===== config.mk =====
export PLATFORM = sky130hd
export DESIGN_NAME = dct_timers
export DESIGN_NICKNAME = d
export VERILOG_FILES = /design/src/dct_pkg.sv /design/src/dct_pin_sync.sv /design/src/dct_prescaler.sv /design/src/dct_timers.sv
export SDC_FILE = /design/constraint.sdc
export NUM_CORES = 1
export LEC_CHECK = 0
export BUFFER_PORTS_ARGS = -buffer_cell sky130_fd_sc_hd__buf_2
export CELL_PAD_IN_SITES_DETAIL_PLACEMENT = 1
export CELL_PAD_IN_SITES_GLOBAL_PLACEMENT = 2
export CORE_ASPECT_RATIO = 0.7
export CORE_MARGIN = 3
export CORE_UTILIZATION = 34
export DETAILED_ROUTE_END_ITERATION = 8
export HOLD_SLACK_MARGIN = 0.12
export MAX_ROUTING_LAYER = met4
export PLACE_DENSITY_LB_ADDON = 0.25
export SLEW_MARGIN = 20
export SYNTH_ARGS = -nofsm -noshare
export SYNTH_HDL_FRONTEND = slang
export SYNTH_SLANG_ARGS = --single-unit

===== constraint.sdc =====
create_clock -name i_clock -period 4.15 [get_ports i_clock]
set_input_delay 0.415 -clock i_clock [delete_from_list [all_inputs] [get_ports i_clock]]
set_output_delay 0.415 -clock i_clock [all_outputs]
set_load 0.1 [all_outputs]

===== src/dct_pkg.sv =====
package dct_pkg;

  // timer mode register field positions
  localparam int T0_MODE_LSB = 0;
  localparam int T0_COUNTER_SELECT_BIT = 2;
  localparam int T0_GATE_SELECT_BIT = 3;
  localparam int T1_MODE_LSB = 4;
  localparam int T1_COUNTER_SELECT_BIT = 6;
  localparam int T1_GATE_SELECT_BIT = 7;
  localparam int MODE_WIDTH = 2;

  // flag write data bit positions
  localparam int FLAG_T0_BIT = 0;
  localparam int FLAG_T1_BIT = 1;

  typedef enum logic [1:0] {
    DCT_MODE_13BIT = 2'h0,
    DCT_MODE_16BIT = 2'h1,
    DCT_MODE_RELOAD = 2'h2,
    DCT_MODE_SPLIT = 2'h3
  } dct_mode_type;

  // count byte select for software writes
  localparam logic [1:0] SEL_T0_LOW = 2'h0;
  localparam logic [1:0] SEL_T0_HIGH = 2'h1;
  localparam logic [1:0] SEL_T1_LOW = 2'h2;
  localparam logic [1:0] SEL_T1_HIGH = 2'h3;

  localparam logic [7:0] COUNT_RESET = 8'h00;
  localparam logic PIN_IDLE = 1'b1;

  // 13-bit mode keeps five count bits in the low byte
  localparam int MODE0_LOW_BITS = 5;

  // prescaled clock divisors, one per clock divider select code
  localparam int PRESCALE_WIDTH = 6;
  localparam logic [5:0] PRESCALE_DIV_SEL0 = 6'h0c;
  localparam logic [5:0] PRESCALE_DIV_SEL1 = 6'h04;
  localparam logic [5:0] PRESCALE_DIV_SEL2 = 6'h30;
  localparam logic [5:0] PRESCALE_DIV_SEL3 = 6'h08;

  typedef struct packed {
    logic ovf;
    logic [7:0] high;
    logic [7:0] low;
  } dct_count_type;

  typedef struct packed {
    logic level;
    logic fall;
  } dct_pin_type;

  typedef struct packed {
    logic [7:0] t0_low;
    logic [7:0] t0_high;
    logic [7:0] t1_low;
    logic [7:0] t1_high;
    logic t0_flag;
    logic t1_flag;
    logic t0_irq;
    logic t1_irq;
    logic t1_baud;
  } dct_state_type;

endpackage


===== src/dct_pin_sync.sv =====
`timescale 1ns/10ps
`default_nettype none
module dct_pin_sync
(
  input wire logic i_clock,
  input wire logic i_srst,
  input wire logic i_pin,
  output dct_pkg::dct_pin_type o_pin
);

  typedef struct packed {
    logic meta;
    logic stable;
    logic previous;
  } dct_sync_state_type;

  dct_sync_state_type state;
  dct_sync_state_type next_state;

  always_comb
  begin
    next_state.meta = i_pin;
    next_state.stable = state.meta;
    next_state.previous = state.stable;
  end

  always_ff @(posedge i_clock)
  begin
    if (i_srst)
    begin
      state <= {3{dct_pkg::PIN_IDLE}};
    end
    else
    begin
      state <= next_state;
    end
  end

  assign o_pin.level = state.stable;
  assign o_pin.fall = state.previous & ~state.stable;

endmodule
`default_nettype wire


===== src/dct_prescaler.sv =====
`timescale 1ns/10ps
`default_nettype none
module dct_prescaler
(
  input wire logic i_clock,
  input wire logic i_srst,
  input wire logic [1:0] i_clock_divider_select,
  output logic o_tick
);

  typedef struct packed {
    logic [dct_pkg::PRESCALE_WIDTH-1:0] count;
    logic tick;
  } dct_prescale_state_type;

  dct_prescale_state_type state;
  dct_prescale_state_type next_state;
  logic [dct_pkg::PRESCALE_WIDTH-1:0] last;

  always_comb
  begin
    case (i_clock_divider_select)
      2'h0: last = dct_pkg::PRESCALE_DIV_SEL0 - 6'h01;
      2'h1: last = dct_pkg::PRESCALE_DIV_SEL1 - 6'h01;
      2'h2: last = dct_pkg::PRESCALE_DIV_SEL2 - 6'h01;
      default: last = dct_pkg::PRESCALE_DIV_SEL3 - 6'h01;
    endcase
    next_state = state;
    // wrap also when the select shrinks below the running count
    if (state.count >= last)
    begin
      next_state.count = '0;
      next_state.tick = 1'b1;
    end
    else
    begin
      next_state.count = state.count + 6'h01;
      next_state.tick = 1'b0;
    end
  end

  always_ff @(posedge i_clock)
  begin
    if (i_srst)
    begin
      state <= '0;
    end
    else
    begin
      state <= next_state;
    end
  end

  assign o_tick = state.tick;

endmodule
`default_nettype wire


===== src/dct_timers.sv =====
`timescale 1ns/10ps
`default_nettype none
module dct_timers
(
  input wire logic i_clock,
  input wire logic i_srst,
  input wire logic [7:0] i_timer_mode_reg,
  input wire logic i_timer0_run,
  input wire logic i_timer1_run,
  input wire logic i_timer0_sysclk_select,
  input wire logic i_timer1_sysclk_select,
  input wire logic [1:0] i_clock_divider_select,
  input wire logic i_timer0_gate_polarity,
  input wire logic i_timer1_gate_polarity,
  input wire logic i_timer0_irq_enable,
  input wire logic i_timer1_irq_enable,
  input wire logic i_timer0_count_pin,
  input wire logic i_timer1_count_pin,
  input wire logic i_timer0_gate_input,
  input wire logic i_timer1_gate_input,
  input wire logic i_count_write,
  input wire logic [1:0] i_count_write_select,
  input wire logic [7:0] i_count_write_data,
  input wire logic i_flag_write,
  input wire logic [1:0] i_flag_write_data,
  input wire logic i_timer0_vector_ack,
  input wire logic i_timer1_vector_ack,
  output logic [7:0] o_timer0_low_byte,
  output logic [7:0] o_timer0_high_byte,
  output logic [7:0] o_timer1_low_byte,
  output logic [7:0] o_timer1_high_byte,
  output logic o_timer0_overflow_flag,
  output logic o_timer1_overflow_flag,
  output logic o_timer0_irq,
  output logic o_timer1_irq,
  output logic o_timer1_baud_tick
);

  dct_pkg::dct_state_type state;
  dct_pkg::dct_state_type next_state;

  dct_pkg::dct_pin_type count_pin0;
  dct_pkg::dct_pin_type count_pin1;
  dct_pkg::dct_pin_type gate_pin0;
  dct_pkg::dct_pin_type gate_pin1;
  logic prescale_tick;

  dct_pkg::dct_mode_type mode0;
  dct_pkg::dct_mode_type mode1;
  logic counter_select0;
  logic counter_select1;
  logic gate_select0;
  logic gate_select1;
  logic internal_tick0;
  logic internal_tick1;
  logic gate_ok0;
  logic gate_ok1;
  logic split;
  logic enable0;
  logic enable1;
  logic enable_split_high;
  dct_pkg::dct_count_type step0;
  dct_pkg::dct_count_type step1;
  logic [8:0] split_high_sum;
  logic set_flag0;
  logic set_flag1;
  logic clear_flag0;
  logic clear_flag1;

  dct_pin_sync u_count_pin0
  (
    .i_clock(i_clock),
    .i_srst(i_srst),
    .i_pin(i_timer0_count_pin),
    .o_pin(count_pin0)
  );

  dct_pin_sync u_count_pin1
  (
    .i_clock(i_clock),
    .i_srst(i_srst),
    .i_pin(i_timer1_count_pin),
    .o_pin(count_pin1)
  );

  dct_pin_sync u_gate_pin0
  (
    .i_clock(i_clock),
    .i_srst(i_srst),
    .i_pin(i_timer0_gate_input),
    .o_pin(gate_pin0)
  );

  dct_pin_sync u_gate_pin1
  (
    .i_clock(i_clock),
    .i_srst(i_srst),
    .i_pin(i_timer1_gate_input),
    .o_pin(gate_pin1)
  );

  dct_prescaler u_prescaler
  (
    .i_clock(i_clock),
    .i_srst(i_srst),
    .i_clock_divider_select(i_clock_divider_select),
    .o_tick(prescale_tick)
  );

  // one count step of a timer in a given mode; called every cycle, result used only when enabled
  function automatic dct_pkg::dct_count_type advance
  (
    input dct_pkg::dct_mode_type mode,
    input logic [7:0] low,
    input logic [7:0] high
  );
    dct_pkg::dct_count_type result;
    logic [12:0] count13;
    logic [15:0] count16;
    logic [7:0] count8;
    result.ovf = 1'b0;
    result.low = low;
    result.high = high;
    count13 = {high, low[dct_pkg::MODE0_LOW_BITS-1:0]} + 13'h0001;
    count16 = {high, low} + 16'h0001;
    count8 = low + 8'h01;
    case (mode)
      dct_pkg::DCT_MODE_13BIT:
      begin
        // upper three low-byte bits are left as they are
        result.high = count13[12:dct_pkg::MODE0_LOW_BITS];
        result.low = {low[7:dct_pkg::MODE0_LOW_BITS], count13[dct_pkg::MODE0_LOW_BITS-1:0]};
        result.ovf = &{high, low[dct_pkg::MODE0_LOW_BITS-1:0]};
      end
      dct_pkg::DCT_MODE_16BIT:
      begin
        result.high = count16[15:8];
        result.low = count16[7:0];
        result.ovf = &{high, low};
      end
      dct_pkg::DCT_MODE_RELOAD:
      begin
        if (&low)
        begin
          result.low = high;
          result.ovf = 1'b1;
        end
        else
        begin
          result.low = count8;
        end
      end
      default:
      begin
        result.low = count8;
        result.ovf = &low;
      end
    endcase
    return result;
  endfunction

  always_comb
  begin
    mode0 = dct_pkg::dct_mode_type'(i_timer_mode_reg[dct_pkg::T0_MODE_LSB +: dct_pkg::MODE_WIDTH]);
    mode1 = dct_pkg::dct_mode_type'(i_timer_mode_reg[dct_pkg::T1_MODE_LSB +: dct_pkg::MODE_WIDTH]);
    counter_select0 = i_timer_mode_reg[dct_pkg::T0_COUNTER_SELECT_BIT];
    counter_select1 = i_timer_mode_reg[dct_pkg::T1_COUNTER_SELECT_BIT];
    gate_select0 = i_timer_mode_reg[dct_pkg::T0_GATE_SELECT_BIT];
    gate_select1 = i_timer_mode_reg[dct_pkg::T1_GATE_SELECT_BIT];
    split = (mode0 == dct_pkg::DCT_MODE_SPLIT);

    internal_tick0 = i_timer0_sysclk_select ? 1'b1 : prescale_tick;
    internal_tick1 = i_timer1_sysclk_select ? 1'b1 : prescale_tick;

    gate_ok0 = ~gate_select0 | (gate_pin0.level == i_timer0_gate_polarity);
    gate_ok1 = ~gate_select1 | (gate_pin1.level == i_timer1_gate_polarity);

    // the run bit only enables; the count is never touched by it
    enable0 = i_timer0_run & gate_ok0 & (counter_select0 ? count_pin0.fall : internal_tick0);

    if (mode1 == dct_pkg::DCT_MODE_SPLIT)
    begin
      enable1 = 1'b0;
    end
    else if (split)
    begin
      enable1 = internal_tick1;
    end
    else
    begin
      enable1 = i_timer1_run & gate_ok1 & (counter_select1 ? count_pin1.fall : internal_tick1);
    end

    enable_split_high = split & i_timer1_run & internal_tick0;

    step0 = advance(mode0, state.t0_low, state.t0_high);
    step1 = advance(mode1, state.t1_low, state.t1_high);
    split_high_sum = {1'b0, state.t0_high} + 9'h001;

    next_state = state;
    next_state.t1_baud = 1'b0;

    if (enable0)
    begin
      next_state.t0_low = step0.low;
      if (!split)
      begin
        next_state.t0_high = step0.high;
      end
    end
    if (enable_split_high)
    begin
      next_state.t0_high = split_high_sum[7:0];
    end
    if (enable1)
    begin
      next_state.t1_low = step1.low;
      next_state.t1_high = step1.high;
      next_state.t1_baud = step1.ovf;
    end

    // software byte writes take priority over a same-cycle count step
    if (i_count_write)
    begin
      if (i_count_write_select == dct_pkg::SEL_T0_LOW)
      begin
        next_state.t0_low = i_count_write_data;
      end
      else if (i_count_write_select == dct_pkg::SEL_T0_HIGH)
      begin
        next_state.t0_high = i_count_write_data;
      end
      else if (i_count_write_select == dct_pkg::SEL_T1_LOW)
      begin
        next_state.t1_low = i_count_write_data;
      end
      else
      begin
        next_state.t1_high = i_count_write_data;
      end
    end

    set_flag0 = enable0 & step0.ovf;
    if (split)
    begin
      set_flag1 = enable_split_high & split_high_sum[8];
    end
    else
    begin
      set_flag1 = enable1 & step1.ovf;
    end
    clear_flag0 = (i_flag_write & ~i_flag_write_data[dct_pkg::FLAG_T0_BIT]) | i_timer0_vector_ack;
    clear_flag1 = (i_flag_write & ~i_flag_write_data[dct_pkg::FLAG_T1_BIT]) | i_timer1_vector_ack;

    // a hardware set in the clearing cycle wins
    if (set_flag0)
    begin
      next_state.t0_flag = 1'b1;
    end
    else if (clear_flag0)
    begin
      next_state.t0_flag = 1'b0;
    end
    if (set_flag1)
    begin
      next_state.t1_flag = 1'b1;
    end
    else if (clear_flag1)
    begin
      next_state.t1_flag = 1'b0;
    end

    next_state.t0_irq = next_state.t0_flag & i_timer0_irq_enable;
    next_state.t1_irq = next_state.t1_flag & i_timer1_irq_enable;
  end

  always_ff @(posedge i_clock)
  begin
    if (i_srst)
    begin
      state.t0_low <= dct_pkg::COUNT_RESET;
      state.t0_high <= dct_pkg::COUNT_RESET;
      state.t1_low <= dct_pkg::COUNT_RESET;
      state.t1_high <= dct_pkg::COUNT_RESET;
      state.t0_flag <= 1'b0;
      state.t1_flag <= 1'b0;
      state.t0_irq <= 1'b0;
      state.t1_irq <= 1'b0;
      state.t1_baud <= 1'b0;
    end
    else
    begin
      state <= next_state;
    end
  end

  assign o_timer0_low_byte = state.t0_low;
  assign o_timer0_high_byte = state.t0_high;
  assign o_timer1_low_byte = state.t1_low;
  assign o_timer1_high_byte = state.t1_high;
  assign o_timer0_overflow_flag = state.t0_flag;
  assign o_timer1_overflow_flag = state.t1_flag;
  assign o_timer0_irq = state.t0_irq;
  assign o_timer1_irq = state.t1_irq;
  assign o_timer1_baud_tick = state.t1_baud;

endmodule
`default_nettype wire


==> results.cfg <==
[drt]
via_per_inst = 5.819
drcViolationCount = 0
detail-route-antenna-nets = 0
first_pass_iters = 4
vias = 3416
drt_iter0_drc = 181
routedWlPerCell_um = 18.69
wirelength_mm = 10.97

[floorplanning]
num_io_pins = 77
die_h_um = 88.31
core_area_um2 = 9253
row_count = 29
dieWidth_um = 123.6
dieArea_um2 = 10910
initial_core_util_pct = 35.56

[worst_setup_path]
worstSetupStartpointType = flop
r2r-end = o_timer0_high_byte[4]
cp.arrival_ns = 2.59
worst-path-buf-inv = 0
rr_worst_depth = 6
critPathKind = flop to flop
path_cells = ha_1 -> and4_1 -> nand3_1 -> a211oi_1 -> o21ai_1 -> a211oi_1
max_stage_delay_ns = 0.75
cp_common_cell = a211oi_1
critPathRequiredTime_ns = 4.36
cp-end-kind = flop
critPathSlowestCell = a211oi_1
r2r_slack_ns = 1.78
r2r_start = o_timer0_low_byte[0]
cp_top_family = compound AO/OA/AOI/OAI gates
crit_path_max_fanout = 6

[cells_and_area]
mostFrequentLayoutCells = buf_2 (76), dfxtp_1 (54), nor2_1 (44)
fillers = 1139
fin_nets = 509
mostFrequentLayoutCell = buf_2
drive_gt1_share_pct = 23.11
diodes = 0
area_growth_pct = 18.75

[clock_network]
postCtsSetupRepairBufs = 0
path_clk_slew_ns = 0.07
cts_hold_buf = 0
cts_tree = yes
post_cts_resized = 0
cts-root-buf = clkbuf_16
max-clock-path-buffers = 2
cts_buffers = 5
h-tree-depth = 2
cts_sinks = 54
clock_latency_ns = 0.30

[sta]
fmax_mhz = 421.6
min_period_over_period_pct = 57.15
hold_viol_final = 0
setup_viol = 0
worstMarginPinSlew_ns = 1.076
drv_slew = 0
tns_ns = 0
finalCriticalPeriod_ns = 2.372
clock_skew_ns = 0.008460
relSlewSlack_pct = 28.30
rsz0062_at_grt = no

[worst_hold_path]
hold_path.startpoint = i_timer0_count_pin
hold_class = primary input to flop
hold_end = u_count_pin0.next_state[1]
holdPathStages = 2

[power_and_ir_drop]
p_total_uw = 1352
ir_drop_uv = 201.1
pwr-share-comb_pct = 21.8
cellPowerDensity_nw_per_um2 = 346.0
power.internal_uw = 900.3
power.leakage_uw = 0.001522
p_sw_share_pct = 33.42
clockPowerShare_pct = 35.7
power_frac_seq_pct = 42.5
switchingPower_uw = 451.8

[synthesis]
synth_edf_count = 0
synth_seq_cells = 54
ys_seq_area_share_pct = 32.85
synthArstFlopShare_pct = 0
synth_cell_types = 67
syn_inst = 401
synth_nets = 448
synth_area_um2 = 3291
avgSynthCellArea_um2 = 8.206
synth_ff_type = dfxtp_1
ys.warnings.count = 0

[global_routing]
antenna_found_initial = 0
first_global_vias = 3331
grt_max_degree = 54
grt_usage_pct = 21.13
gr-total-overflow = 0
grt_pass1_wl_mm = 17.74

[run_status]
status = finished clean

[placed_design]
numPortBuffers = 76
dp.final_hpwl_mm = 8.250
gp_congestion = 0.8368

[job]
cap_violations = 0
==> stage by stage <==
stage,worst slack [ns],instances,hold slack (ns),utilization (%),instance area [µm²]
after global placement,1.778,579,0.3899,40.45,3742
after floorplan,1.435,401,0.3895,-,3291
after CTS,1.783,587,0.2930,42.23,3908
after global routing,1.554,587,0.2972,42.23,3908
final,1.778,587,0.2989,42.23,3908
after detailed placement,1.679,579,0.3983,40.45,3742
==> layer usage <==
metal	global-route usage [%]	part of all wire, %	vias up
li1	-	-	1650
met1	30.87	51	1687
met2	30.85	44	75
met3	3.962	5.0	4
met4	3.015	0.44	0
met5	-	0	-
==> power by group through the flow <==
stage          logic [µW]  registers (µW)  clock network, µW
6_report              295             574                483
5_1_grt               317             579                516
4_1_cts               296             574                495
3_5_place_dp          294             586                  0
3_3_place_gp          289             585                  0
2_1_floorplan         104             697                  0
==> state kept, by name, indices dropped and copies added (netlist names), 6 cells and up <==
name,cells
u_prescaler.state,6
o_timer0_high_byte,8
o_timer1_high_byte,8
o_timer1_low_byte,8
o_timer0_low_byte,8
==> layout make-up <==
type	instances	area, µm²	share of cell area (%)
sequential	54	1081	27.67
tap	124	155.1	3.971
clock inverter	3	40.04	1.025
inverter	12	45.04	1.153
multi-input combinational	311	2066	52.87
clock buffer	5	125.1	3.202
timing repair buffer	78	395.4	10.12
==> worst max path at each step <==
stage          depth (start not counted)               endpoint            startpoint
2_1_floorplan                          8   o_timer0_low_byte[3]  o_timer0_low_byte[0]
3_3_place_gp                           5   o_timer1_low_byte[2]   i_timer_mode_reg[1]
3_5_place_dp                           5   o_timer1_low_byte[2]   i_timer_mode_reg[1]
4_1_cts                                6   o_timer0_low_byte[5]  o_timer0_low_byte[0]
5_1_grt                                6   o_timer0_low_byte[5]  o_timer0_low_byte[0]
6_report                               6  o_timer0_high_byte[4]  o_timer0_low_byte[0]
==> cells by family after synthesis <==
logic type               after synthesis  synth area share [%]
AND/OR/NAND/NOR                      175                 29.20
AO/OA/AOI/OAI                        114                 26.50
flip-flops                            54                 32.85
buffers and inverters                 36                 4.372
multiplexers                           8                 2.548
XOR/XNOR                               7                 1.863
adder cells (fa/ha/maj)                7                 2.661
==> cell usage after synthesis (all sizes together), types with 4 or more instances <==
| cell type | number | area [µm²] |
|---|---|---|
| dfxtp | 54 | 1081 |
| nor2 | 45 | 171.4 |
| nand2 | 21 | 81.33 |
| clkbuf | 16 | 60.06 |
| o21ai | 16 | 80.07 |
| nand3 | 15 | 75.07 |
| nor3 | 13 | 65.06 |
| or2 | 13 | 81.33 |
| a311oi | 12 | 105.1 |
| o31ai | 12 | 90.09 |
| inv | 11 | 41.29 |
| a21oi | 10 | 50.05 |
| a211oi | 9 | 67.56 |
| nand4 | 9 | 56.30 |
| buf | 8 | 38.78 |
| or4 | 8 | 60.06 |
| a2111oi | 7 | 61.31 |
| a31oi | 7 | 43.79 |
| and3 | 7 | 43.79 |
| ha | 7 | 87.58 |
| nand3b | 7 | 52.55 |
| and2 | 6 | 37.54 |
| nand2b | 6 | 37.54 |
| and4 | 5 | 43.79 |
| mux2i | 5 | 50.05 |
| o21bai | 5 | 37.54 |
| or3 | 5 | 31.28 |
| xor2 | 5 | 43.79 |
| a41oi | 4 | 35.03 |
| nor2b | 4 | 25.02 |
| nor4 | 4 | 40.04 |
Power figures use the tool's default switching activity.
